--- src/logic/pwr_pkg.sv ---
// Purpose: Shared constants for the phase waveform reconstruction block
// Assumes: Samples are two's complement, one set of six per sample period
// Notes: Derivation codes select how phase waveforms are rebuilt
package pwr_pkg;
    // Default sample width and buffer depth
    localparam int SAMPLE_W = 24;
    localparam int FIFO_DEPTH = 4;
    // Voltage derivation codes
    localparam logic [2:0] VSEL_PASS = 3'h0;
    localparam logic [2:0] VSEL_DELTA = 3'h1;
    localparam logic [2:0] VSEL_WYE_NB = 3'h2;
    localparam logic [2:0] VSEL_DELTA_NB = 3'h3;
    localparam logic [2:0] VSEL_DELTA_SER = 3'h4;
    // Current derivation bit values
    localparam logic ISEL_MEASURED = 1'h0;
    localparam logic ISEL_DERIVED = 1'h1;
    // Sequence checker sample counters
    localparam int SEQ_CNT_W = 16;
    localparam logic [15:0] SEQ_CNT_MAX = 16'hFFFF;
    localparam logic [15:0] SEQ_CNT_RST = 16'h0000;
    // Last phase seen crossing upward, Gray ordered
    typedef enum logic [1:0] {
        PWR_PH_NONE = 2'h0,
        PWR_PH_A = 2'h1,
        PWR_PH_B = 2'h3,
        PWR_PH_C = 2'h2
    } pwr_phase_e;
endpackage : pwr_pkg

--- src/logic/pwr_wave_if.sv ---
// Purpose: Stream carrier for reconstructed six-sample words
// Assumes: Word order is va, vb, vc, ia, ib, ic from the top bits down
// Notes: The monitor modport only watches, it never stalls
`timescale 1ns/100ps
interface pwr_wave_if #(parameter int W = 24);
    logic valid;      // Word on offer
    logic ready;      // Sink can take it
    logic [6*W-1:0] data;  // Packed phase samples
    modport src (output valid, output data, input ready);
    modport snk (input valid, input data, output ready);
    modport mon (input valid, input data, input ready);
endinterface : pwr_wave_if

--- src/logic/pwr_fifo.sv ---
// Purpose: Small flop-based FIFO between derivation stage and consumer
// Assumes: Single clock, pop side may stall at will
// Notes: Full drops ready on the push side, so stalls reach the source
`timescale 1ns/100ps
module pwr_fifo import pwr_pkg::*; #(
    parameter int WIDTH = 144,
    parameter int DEPTH = FIFO_DEPTH
) (
    // Clock and reset
    input wire logic i_clock,
    input wire logic i_rst_n,
    // Push side
    pwr_wave_if.snk push,
    // Pop side
    output logic o_valid,
    input wire logic i_ready,
    output logic [WIDTH-1:0] o_data
);
    localparam int AW = (DEPTH > 1) ? $clog2(DEPTH) : 1;
    localparam logic [AW:0] DEPTH_C = (AW+1)'(DEPTH);
    localparam logic [AW-1:0] LAST_C = AW'(DEPTH - 1);

    logic [WIDTH-1:0] mem_q [DEPTH];  // Storage words
    logic [AW-1:0] wr_q;  // Write pointer
    logic [AW-1:0] rd_q;  // Read pointer
    logic [AW:0] count_q;  // Words held
    logic do_push;
    logic do_pop;

    // Honest flags from the occupancy count
    assign push.ready = (count_q != DEPTH_C);
    assign o_valid = (count_q != '0);
    assign o_data = mem_q[rd_q];
    assign do_push = push.valid && push.ready;
    assign do_pop = o_valid && i_ready;

    // Storage has no reset, only valid words are ever read
    always_ff @(posedge i_clock) begin
        if (do_push) begin
            mem_q[wr_q] <= push.data;
        end
    end

    // Pointers wrap at the depth, which need not be a power of two
    always_ff @(posedge i_clock or negedge i_rst_n) begin
        if (!i_rst_n) begin
            wr_q <= '0;
            rd_q <= '0;
        end else begin
            if (do_push) begin
                wr_q <= (wr_q == LAST_C) ? '0 : wr_q + 1'b1;
            end
            if (do_pop) begin
                rd_q <= (rd_q == LAST_C) ? '0 : rd_q + 1'b1;
            end
        end
    end

    // Occupancy, push and pop together leave it unchanged
    always_ff @(posedge i_clock or negedge i_rst_n) begin
        if (!i_rst_n) begin
            count_q <= '0;
        end else if (do_push && !do_pop) begin
            count_q <= count_q + 1'b1;
        end else if (do_pop && !do_push) begin
            count_q <= count_q - 1'b1;
        end
    end
endmodule : pwr_fifo

--- src/logic/pwr_seq_check.sv ---
// Purpose: Phase sequence checker on reconstructed voltage waveforms
// Assumes: Upward zero crossings mark each phase, samples on stream fire
// Notes: Delta and series delta codes compare A and C gaps only, B is derived there
`timescale 1ns/100ps
module pwr_seq_check import pwr_pkg::*; #(
    parameter int W = SAMPLE_W
) (
    // Clock and reset
    input wire logic i_clock,
    input wire logic i_rst_n,
    // Watched stream and mode
    pwr_wave_if.mon wave,
    input wire logic [2:0] i_voltage_derivation_select,
    // Status
    output logic o_seq_error
);
    logic fire;
    logic delta_mode;
    logic [2:0] neg;       // Sign of A, B, C this word
    logic [2:0] prev_neg_q;  // Sign of A, B, C last word
    logic [2:0] zc;        // Upward crossing per phase
    pwr_phase_e last_q;    // Last phase that crossed
    logic [SEQ_CNT_W-1:0] since_a_q;  // Words since A crossed
    logic [SEQ_CNT_W-1:0] since_c_q;  // Words since C crossed
    logic [SEQ_CNT_W-1:0] gap_ac_q;   // A to C gap, last measured
    logic bad;
    logic check;

    assign fire = wave.valid && wave.ready;
    assign delta_mode = (i_voltage_derivation_select == VSEL_DELTA) ||
        (i_voltage_derivation_select == VSEL_DELTA_SER);

    // One sign tracker per voltage phase
    for (genvar k = 0; k < 3; k++) begin : g_sign
        assign neg[k] = wave.data[6*W-1-k*W];
        assign zc[k] = fire && prev_neg_q[k] && !neg[k];
        always_ff @(posedge i_clock or negedge i_rst_n) begin
            if (!i_rst_n) begin
                prev_neg_q[k] <= 1'b0;
            end else if (fire) begin
                prev_neg_q[k] <= neg[k];
            end
        end
    end

    // Saturating sample counters since each A and C crossing
    always_ff @(posedge i_clock or negedge i_rst_n) begin
        if (!i_rst_n) begin
            since_a_q <= SEQ_CNT_RST;
            since_c_q <= SEQ_CNT_RST;
            gap_ac_q <= SEQ_CNT_RST;
        end else if (fire) begin
            since_a_q <= zc[0] ? SEQ_CNT_RST :
                (since_a_q == SEQ_CNT_MAX) ? since_a_q : since_a_q + 1'b1;
            since_c_q <= zc[2] ? SEQ_CNT_RST :
                (since_c_q == SEQ_CNT_MAX) ? since_c_q : since_c_q + 1'b1;
            if (zc[2]) begin
                gap_ac_q <= since_a_q;
            end
        end
    end

    // Decide whether a crossing breaks the expected order
    always_comb begin
        bad = 1'b0;
        check = 1'b0;
        if (delta_mode) begin
            // C must lead A: short C to A gap
            if (zc[0] && last_q != PWR_PH_NONE) begin
                check = 1'b1;
                bad = (since_c_q >= gap_ac_q);
            end
        end else if (last_q != PWR_PH_NONE) begin
            // A follows C, B follows A, C follows B
            check = |zc;
            if (zc[0]) begin
                bad = (last_q != PWR_PH_C);
            end else if (zc[1]) begin
                bad = (last_q != PWR_PH_A);
            end else if (zc[2]) begin
                bad = (last_q != PWR_PH_B);
            end
        end
    end

    // Remember the most recent crossing, A first on a tie
    always_ff @(posedge i_clock or negedge i_rst_n) begin
        if (!i_rst_n) begin
            last_q <= PWR_PH_NONE;
        end else if (zc[0]) begin
            last_q <= PWR_PH_A;
        end else if (zc[1] && !delta_mode) begin
            last_q <= PWR_PH_B;
        end else if (zc[2]) begin
            last_q <= PWR_PH_C;
        end
    end

    // Error holds until a crossing in the right order is seen
    always_ff @(posedge i_clock or negedge i_rst_n) begin
        if (!i_rst_n) begin
            o_seq_error <= 1'b0;
        end else if (check) begin
            o_seq_error <= bad;
        end
    end
endmodule : pwr_seq_check

--- src/logic/pwr_reconstruct.sv ---
// Purpose: Rebuild phase voltage and current waveforms per service type
// Assumes: Input samples synchronous to i_clock, one word per handshake
// Notes: Derived values saturate to the sample width; codes 5 to 7 pass
`timescale 1ns/100ps
module pwr_reconstruct import pwr_pkg::*; #(
    parameter int W = SAMPLE_W,
    parameter int DEPTH = FIFO_DEPTH
) (
    // Clock and reset
    input wire logic i_clock,
    input wire logic i_rst_n,
    // Configuration
    input wire logic [2:0] i_voltage_derivation_select,
    input wire logic i_current_derivation_select,
    // Measured samples in
    input wire logic i_sample_valid,
    output logic o_sample_ready,
    input wire logic [W-1:0] i_va,
    input wire logic [W-1:0] i_vb,
    input wire logic [W-1:0] i_vc,
    input wire logic [W-1:0] i_ia,
    input wire logic [W-1:0] i_ib,
    input wire logic [W-1:0] i_ic,
    // Reconstructed waveforms out
    output logic o_wave_valid,
    input wire logic i_wave_ready,
    output logic [W-1:0] o_phase_a_compensated_voltage_wave,
    output logic [W-1:0] o_phase_b_compensated_voltage_wave,
    output logic [W-1:0] o_phase_c_compensated_voltage_wave,
    output logic [W-1:0] o_phase_a_current_wave,
    output logic [W-1:0] o_phase_b_current_wave,
    output logic [W-1:0] o_phase_c_current_wave,
    // Status
    output logic o_seq_error
);
    localparam int XW = W + 2;  // Headroom for sums of two samples

    pwr_wave_if #(.W(W)) stage_if ();  // Stage to FIFO stream

    logic take;          // Input word accepted this cycle
    logic stage_ready;   // Stage can load a new word
    logic stage_valid_q; // Stage holds a word
    logic [W-1:0] va_d, vb_d, vc_d, ib_d;  // Derived values
    logic [W-1:0] va_q, vb_q, vc_q;        // Staged voltages
    logic [W-1:0] ia_q, ib_q, ic_q;        // Staged currents
    logic [6*W-1:0] pop_data;

    // Sign extend a sample to the wide working width
    function automatic logic [XW-1:0] sx(input logic [W-1:0] v);
        return {{2{v[W-1]}}, v};
    endfunction : sx

    // Clamp a wide result to the sample range; avoids wrap on
    // full-scale inputs, at the cost of clipping their difference
    function automatic logic [W-1:0] sat(input logic [XW-1:0] x);
        logic [W-1:0] hi;
        logic [W-1:0] lo;
        hi = {1'b0, {(W-1){1'b1}}};
        lo = {1'b1, {(W-1){1'b0}}};
        if (!x[XW-1] && (x[XW-2:W-1] != '0)) begin
            return hi;
        end else if (x[XW-1] && (x[XW-2:W-1] != '1)) begin
            return lo;
        end
        return x[W-1:0];
    endfunction : sat

    // Stage stalls while it holds a word and the FIFO is full, and that stalls the source
    assign stage_ready = !stage_valid_q || stage_if.ready;
    assign o_sample_ready = stage_ready;
    assign take = i_sample_valid && stage_ready;

    // Voltage selection per derivation code
    always_comb begin
        va_d = i_va;
        vb_d = i_vb;
        vc_d = i_vc;
        case (i_voltage_derivation_select)
            VSEL_PASS: begin
                // Measured samples go straight on
                vb_d = i_vb;
            end
            VSEL_DELTA: begin
                // B becomes the A to C line voltage
                vb_d = sat(sx(i_va) - sx(i_vc));
            end
            VSEL_WYE_NB: begin
                // Two measured voltages, B rebuilt
                vb_d = sat(sx(i_va) - sx(i_vc));
            end
            VSEL_DELTA_NB: begin
                // B is the mirror of A
                vb_d = sat(-sx(i_va));
            end
            VSEL_DELTA_SER: begin
                // All three as line voltages from measured inputs
                va_d = sat(sx(i_va) - sx(i_vb));
                vb_d = sat(sx(i_va) - sx(i_vc));
                vc_d = sat(sx(i_vc) - sx(i_vb));
            end
            default: begin
                // Unused codes behave as pass-through
                vb_d = i_vb;
            end
        endcase
    end

    // Current B selection
    always_comb begin
        if (i_current_derivation_select == ISEL_DERIVED) begin
            ib_d = sat(-sx(i_ia) - sx(i_ic));
        end else begin
            ib_d = i_ib;
        end
    end

    // Stage occupancy
    always_ff @(posedge i_clock or negedge i_rst_n) begin
        if (!i_rst_n) begin
            stage_valid_q <= 1'b0;
        end else if (take) begin
            stage_valid_q <= 1'b1;
        end else if (stage_if.ready) begin
            stage_valid_q <= 1'b0;
        end
    end

    // Stage data, loaded once per accepted sample period
    always_ff @(posedge i_clock or negedge i_rst_n) begin
        if (!i_rst_n) begin
            va_q <= '0;
            vb_q <= '0;
            vc_q <= '0;
            ia_q <= '0;
            ib_q <= '0;
            ic_q <= '0;
        end else if (take) begin
            va_q <= va_d;
            vb_q <= vb_d;
            vc_q <= vc_d;
            ia_q <= i_ia;
            ib_q <= ib_d;
            ic_q <= i_ic;
        end
    end

    assign stage_if.valid = stage_valid_q;
    assign stage_if.data = {va_q, vb_q, vc_q, ia_q, ib_q, ic_q};

    // Four-word buffer toward the RMS and power logic
    pwr_fifo #(
        .WIDTH(6*W),
        .DEPTH(DEPTH)
    ) u_fifo (
        .i_clock(i_clock),
        .i_rst_n(i_rst_n),
        .push(stage_if.snk),
        .o_valid(o_wave_valid),
        .i_ready(i_wave_ready),
        .o_data(pop_data)
    );

    assign o_phase_a_compensated_voltage_wave = pop_data[6*W-1 -: W];
    assign o_phase_b_compensated_voltage_wave = pop_data[5*W-1 -: W];
    assign o_phase_c_compensated_voltage_wave = pop_data[4*W-1 -: W];
    assign o_phase_a_current_wave = pop_data[3*W-1 -: W];
    assign o_phase_b_current_wave = pop_data[2*W-1 -: W];
    assign o_phase_c_current_wave = pop_data[W-1 -: W];

    // Order checker watches words as they enter the buffer
    pwr_seq_check #(
        .W(W)
    ) u_seq (
        .i_clock(i_clock),
        .i_rst_n(i_rst_n),
        .wave(stage_if.mon),
        .i_voltage_derivation_select(i_voltage_derivation_select),
        .o_seq_error(o_seq_error)
    );
endmodule : pwr_reconstruct

--- config.mk ---
export PLATFORM = sky130hd
export DESIGN_NAME = pwr_reconstruct
export DESIGN_NICKNAME = d
export VERILOG_FILES = /design/src/logic/pwr_pkg.sv /design/src/logic/pwr_wave_if.sv /design/src/logic/pwr_fifo.sv /design/src/logic/pwr_seq_check.sv /design/src/logic/pwr_reconstruct.sv
export SDC_FILE = /design/constraint.sdc
export NUM_CORES = 1
export LEC_CHECK = 0
export BUFFER_PORTS_ARGS = -buffer_cell sky130_fd_sc_hd__buf_2
export CORE_ASPECT_RATIO = 1.5
export CORE_UTILIZATION = 54
export CTS_CLUSTER_SIZE = 20
export DETAILED_ROUTE_END_ITERATION = 8
export GPL_ROUTABILITY_DRIVEN = 0
export PLACE_DENSITY = 0.8
export SLEW_MARGIN = 20
export SYNTH_ARGS = -nofsm -noshare
export SYNTH_HDL_FRONTEND = slang
export SYNTH_SLANG_ARGS = --single-unit
--- constraint.sdc ---
create_clock -name i_clock -period 5.2 [get_ports i_clock]
set_clock_uncertainty 0.05 [all_clocks]
set_input_delay 0.78 -clock i_clock [delete_from_list [all_inputs] [get_ports i_clock]]
set_output_delay 0.78 -clock i_clock [all_outputs]
set_load 0.1 [all_outputs]
==> qor.yml, run 1 <==
synthesis:
  synth_seq_cells: 782
  synthTopCellsByArea: "edfxtp_1 (48%), dfrtp_1 (14%), mux4_2 (9.0%), ha_1 (5.1%), a21oi_1 (2.4%)"
  synth_area_mm2: 0.03606
  syn_inst: 2633
  yosysTopAreaCell: "edfxtp_1"
  ys_top_cells_by_count: "edfxtp_1 (576), nand2_1 (224), dfrtp_1 (206)"
  ys_warn_count: 0
  syn-num-nets: 2938
  synth_edf_count: 576
  yosysTopAreaCellShare_pct: 47.96
  ys_seq_area_share_pct: 62.26
  avgSynthCellArea_um2: 13.70
  async_reset_ff_share_pct: 26.34
  synth_cell_type_count: 84
  yosysMostFrequentCell: "edfxtp_1"
  synth_ff_type: "edfxtp_1"
clocking:
  post_cts_buffers: 0
  clk_path_buf_depth: 3
  cts_hold_buf: 0
  cts.sinks: 782
  htree_levels: 3
  numCtsBuffers: 73
  cts_tree: "built"
  clkTransAtPathRegs_ps: 70
  clk_latency_ps: 650
  cts_resized: 0
  clock-root-buffer: "clkbuf_16"
drt:
  ant_nets: 0
  drt_iter0_markers: 2413
  drt-total-wl_mm: 94.59
  wire_per_inst_um: 24.37
  viasPerCell: 6.135
  drcViolationCount: 0
  first_pass_iters: 6
  vias: 23816
sta:
  rsz0062_at_grt: "false"
  setup_tns_ps: 0
  fin_hold_ws_ps: 96.54
  fmax_mhz: 225.1
  finalCriticalPeriod_ps: 4443
  slew_viol_final: 0
  hold_viol: 0
  setup_violations: 0
  finalWorstSetupSlack_ps: 756.9
  finalCritPeriodShare_pct: 85.44
  slew_headroom_pct: 26.43
  tightest_slew_ps: 1099
floorplan:
  die_area_mm2: 0.06784
  initial_utilization_pct: 54.84
  fp.dieH_um: 318.5
  pin_count: 299
  die_w_um: 213
  core_mm2: 0.06576
  row_count: 115
setup_path:
  reg2reg_from: "u_fifo.count_q[0]"
  rr_endpoint: "u_seq.since_a_q[15]"
  critPathLaunchType: "input pin"
  critPathMaxFanout: 13
  reg2regPathDepth: 9
  cp-endpoint: "vb_q[6]"
  critical_path_arrival_ps: 4900
  worstSetupStartpoint: "i_va[0]"
  cp-end-kind: "flip-flop"
  crit_type: "in2reg"
  r2r_slack_ps: 2180
  cp.required_ps: 5660
job:
  maxCapViolations: 0
global_route:
  antenna_found_initial: 4
  grt_pass1_vias: 24546
  grt.total_usage_pct: 28.26
  overflow: 0
  grt_pass1_wl_mm: 142.6
  grt_max_degree: 112
placed_design:
  port_buffers: 298
  hpwl_mm: 65.20
  placed_cell_area_mm2: 0.03873
  place_ws_ps: 208.1
power:
  leakagePower_nw: 15.96
  total_power_w: 0.02717
  ir_drop_v: 0.0008335
  powerDensity_mw_per_mm2: 659.4
layout:
  nets: 3247
  fin_area_mm2: 0.04120
  drive_above_1_share_pct: 20.89
  area_growth_pct: 14.26
worst_hold_path:
  hold_path.class: "in2async"
outcome:
  status: "finished clean"
## per-stage QoR
step	instances	util, %
floorplan	2633	-
detailed placement	3744	58.89
global placement	3744	58.89
CTS	3879	62.65
global route	3879	62.65
finish	3882	62.66
## worst min path at each step
stage	start	end	slack [ps]	depth (start not counted)
global route	i_rst_n	vb_q[7]	120	1
global placement	u_seq.prev_neg_q[0]	u_seq.prev_neg_q[0]	400	2
detailed placement	u_seq.prev_neg_q[0]	u_seq.prev_neg_q[0]	420	2
floorplan	u_seq.prev_neg_q[0]	u_seq.prev_neg_q[0]	390	2
finish	i_rst_n	vb_q[2]	100	1
CTS	i_rst_n	vb_q[7]	90	1
## metal layers
metal	vias up	track usage, %	share of wire (%)
li1	10562	-	-
met1	11827	32.18	35
met2	1172	50.87	53
met3	251	4.813	7.5
met4	4	13.40	4.9
met5	-	0	0.029
## report_power, final
part | internal, W | switching (W) | total (W) | leakage, nW
sequential | 0.00867 | 0.00101 | 0.00968 | 7.81
combinational | 0.00271 | 0.00930 | 0.0120 | 6.96
clock | 0.00308 | 0.00239 | 0.00548 | 1.18
## cell usage in the layout (no fill, tap or decap), drive strengths merged, types with 16 or more instances in the layout
master and n:
nand3 32, or3 36, xnor2 70, a211oi 16, o21ai 208, mux4 144, nor2b 16, clkbuf 97
clkinv 23, a21o 35, a21oi 173, o31ai 27, buf 339, nand2b 20, nor3 25, and3 17
nand2 224, inv 153, xor2 49, ha 148, dfrtp 206, nand4 20, a31oi 21, nor2 148
edfxtp 576
## worst max-delay path, stage by stage
cell      delay, ps
buf_2           160
inv_1           110
ha_1            240
fa_1            430
nor2b_1         130
o21ai_0         170
a211oi_1        510
a311oi_4        110
o211ai_1        270
a31o_1          250
a211oi_2         90
a21oi_1         220
ha_1            310
nor2_1          130
or2_2           330
nor2_1           90
a221oi_1        460
o21ai_1         100
## kinds of logic after synthesis
logic type | after synthesis | synth area share, %
flops | 782 | 62.26
compound gates | 587 | 10.02
simple gates | 587 | 7.574
buf+inv | 255 | 2.679
fa+ha+maj | 153 | 5.413
mux | 150 | 9.167
xor+xnor | 119 | 2.890
## final cells by class
class                           instances  area (µm²)
Sequential cell                       782       22460
Clock buffer                           97        2019
Antenna cell                            3       7.507
Timing Repair Buffer                  339        1934
Fill cell                            4767       24550
Inverter                              150       563.0
Multi-Input combinational cell       1596       12670
Clock inverter                         38       449.2
Tap cell                              877        1097
## sequential cells by signal (all words and copies together), names as in the netlist
signal,count
u_fifo.mem_q,576
ia_q,24
ib_q,24
ic_q,24
va_q,24
vb_q,24
vc_q,24
u_seq.gap_ac_q,16
u_seq.since_a_q,16
u_seq.since_c_q,16
u_fifo.count_q,3
u_seq.prev_neg_q,3
u_fifo.rd_q,2
u_fifo.wr_q,2
u_seq.last_q,2
stage_if.valid,1
u_seq.o_seq_error,1
Note: power is estimated with default switching activity, not from simulation.
==> inputs of run 2 (changes only) <==
--- a/config.mk
+++ b/config.mk
@@ -6,8 +6,10 @@
 export NUM_CORES = 1
 export LEC_CHECK = 0
 export BUFFER_PORTS_ARGS = -buffer_cell sky130_fd_sc_hd__buf_2
+export CELL_PAD_IN_SITES_DETAIL_PLACEMENT = 1
+export CELL_PAD_IN_SITES_GLOBAL_PLACEMENT = 1
 export CORE_ASPECT_RATIO = 1.5
-export CORE_UTILIZATION = 54
+export CORE_UTILIZATION = 45
 export CTS_CLUSTER_SIZE = 20
 export DETAILED_ROUTE_END_ITERATION = 8
 export GPL_ROUTABILITY_DRIVEN = 0
==> run 2 against run 1 <==
Wire length grew 16%. Fmax shrank 5.5%. Core utilization shrank 9.9 points. Critical path depth is the same. Setup slack lost 260 ps. Clock power grew 9.3%. Sequential power shrank 0.7%. Count of clock-buffer cells in the layout shrank 2. Sequential share of layout area shrank 0.58 points. Cell count grew 4.1%.
==> qor.yml, run 2 (synthesized netlist as in run 1, its figures left out) <==
layout:
  final_common_cell: "edfxtp_1"
  multi_input_area_mm2: 0.01267
  seq_area_mm2: 0.02246
  largest_reg_flops: 576
  nets: 3253
  stdcell_count: 4043
  largest_register: "u_fifo.mem_q"
  layout_common_cells: "edfxtp_1 (576), buf_2 (297), nand2_1 (223)"
  area_growth_pct: 15.48
  fill_cells: 7831
  drive_above_1_share_pct: 21.33
floorplan:
  fp.dieH_um: 348.7
  pin_count: 299
  core_mm2: 0.07898
  row_count: 126
  initial_utilization_pct: 45.66
  die_w_um: 233.1
  die_area_mm2: 0.08130
power:
  total_power_w: 0.02782
  powerDensity_mw_per_mm2: 667.9
  leakagePower_nw: 16.09
  ir_drop_v: 0.0006358
clocking:
  clock-root-buffer: "clkbuf_16"
  clk_path_buf_depth: 3
  cts.sinks: 782
  post_cts_buffers: 0
  clkTransAtPathRegs_ps: 70
  cts_hold_buf: 0
  cts_resized: 0
  clk_latency_ps: 650
  numCtsBuffers: 78
  cts_tree: "built"
  htree_levels: 3
sta:
  tightest_slew_ps: 1162
  finalCritPeriodShare_pct: 90.38
  finalWorstSetupSlack_ps: 500.4
  rsz0062_at_grt: "false"
  hold_viol: 0
  slew_viol_final: 0
  setup_violations: 0
  fmax_mhz: 212.8
  setup_tns_ps: 0
  slew_headroom_pct: 22.24
  finalCriticalPeriod_ps: 4700
setup_path:
  crit_type: "in2reg"
  reg2regPathDepth: 11
  cp.required_ps: 5730
  reg2reg_from: "u_fifo.count_q[0]"
  cp-end-kind: "flip-flop"
  critical_path_arrival_ps: 5230
  r2r_slack_ps: 2100
  critPathMaxFanout: 15
  critPathLaunchType: "input pin"
  rr_endpoint: "u_seq.since_c_q[15]"
global_route:
  grt_max_degree: 114
  antenna_found_initial: 15
  grt_pass1_wl_mm: 164.1
  grt_pass1_vias: 26599
  grt.total_usage_pct: 27.16
  overflow: 0
drt:
  drt_iter0_markers: 1496
  ant_nets: 0
  drcViolationCount: 0
  first_pass_iters: 6
  drt-total-wl_mm: 109.3
  wire_per_inst_um: 27.02
  vias: 24209
  viasPerCell: 5.988
placed_design:
  place_ws_ps: 71.21
  port_buffers: 298
  placed_cells: 3891
  hpwl_mm: 75.91
job:
  maxCapViolations: 0
worst_hold_path:
  hold_path.class: "in2async"
outcome:
  status: "finished clean"
run 2: changes by cell type in the layout (fill, tap and decap cells not counted), sizes merged, moves of 2 or more:
cell	previous run	this run
diode	3	5
clkinvlp	6	8
inv	153	158
clkbuf	97	95
bufinv	6	11
run 2: worst max-delay path, cell delays in order:
cell and delay, ps:
buf_2 130, inv_1 120, ha_1 360, and2_1 200
a221oi_2 410, o211a_1 240, o311ai_1 180, o311ai_1 530
a31oi_1 250, o41ai_1 430, xnor2_1 180, ha_1 280
nor2b_1 150, nand2b_1 500, o21ai_0 200, nor2_1 150
a21oi_1 60, o21ai_1 80
run 2: final cells by class:
type,count,area share [%]
sequential,782,53.93
multi-input combinational,1596,30.43
clock buffer,95,5.014
timing repair buffer,340,4.681
tap,1024,3.076
clock inverter,51,1.487
inverter,150,1.352
antenna,5,0.03004
run 2: power by group:
group	leakage, nW	total, W	internal [W]	switching (W)
logic	6.97	0.0122	0.00271	0.00951
clock network	1.31	0.00599	0.00346	0.00253
registers	7.81	0.00961	0.00867	0.000937
total	16.1	0.0278	0.0148	0.0130
run 2: layer usage:
metal	share of wire [%]	global-route usage, %	vias to the layer above
li1	-	-	10564
met1	36	30.61	12429
met2	52	48.56	899
met3	5.9	4.414	297
met4	5.9	14.86	20
met5	0.12	0	-
run 2: per-stage QoR:
step	instance area, µm²	hold WS, ps	utilization, %
2_1_floorplan	36060	387.8	-
3_3_place_gp	38900	401.0	49.25
3_5_place_dp	38900	436.2	49.25
4_1_cts	41610	161.9	52.68
5_1_grt	41630	166.1	52.71
6_report	41650	88.21	52.73
run 2: worst max-delay path by stage:
| stage | start | end | slack, ps | cells after the start |
|---|---|---|---|---|
| finish | i_vb[8] | vc_q[22] | 500 | 18 |
| global placement | i_vb[8] | vc_q[22] | 280 | 18 |
| detailed placement | i_vb[8] | vc_q[9] | 70 | 16 |
| floorplan | u_fifo.count_q[0] | u_fifo.mem_q[3][0] | 240 | 6 |
| CTS | i_vb[8] | vc_q[22] | 590 | 18 |
| global route | i_vb[8] | vc_q[22] | 260 | 18 |
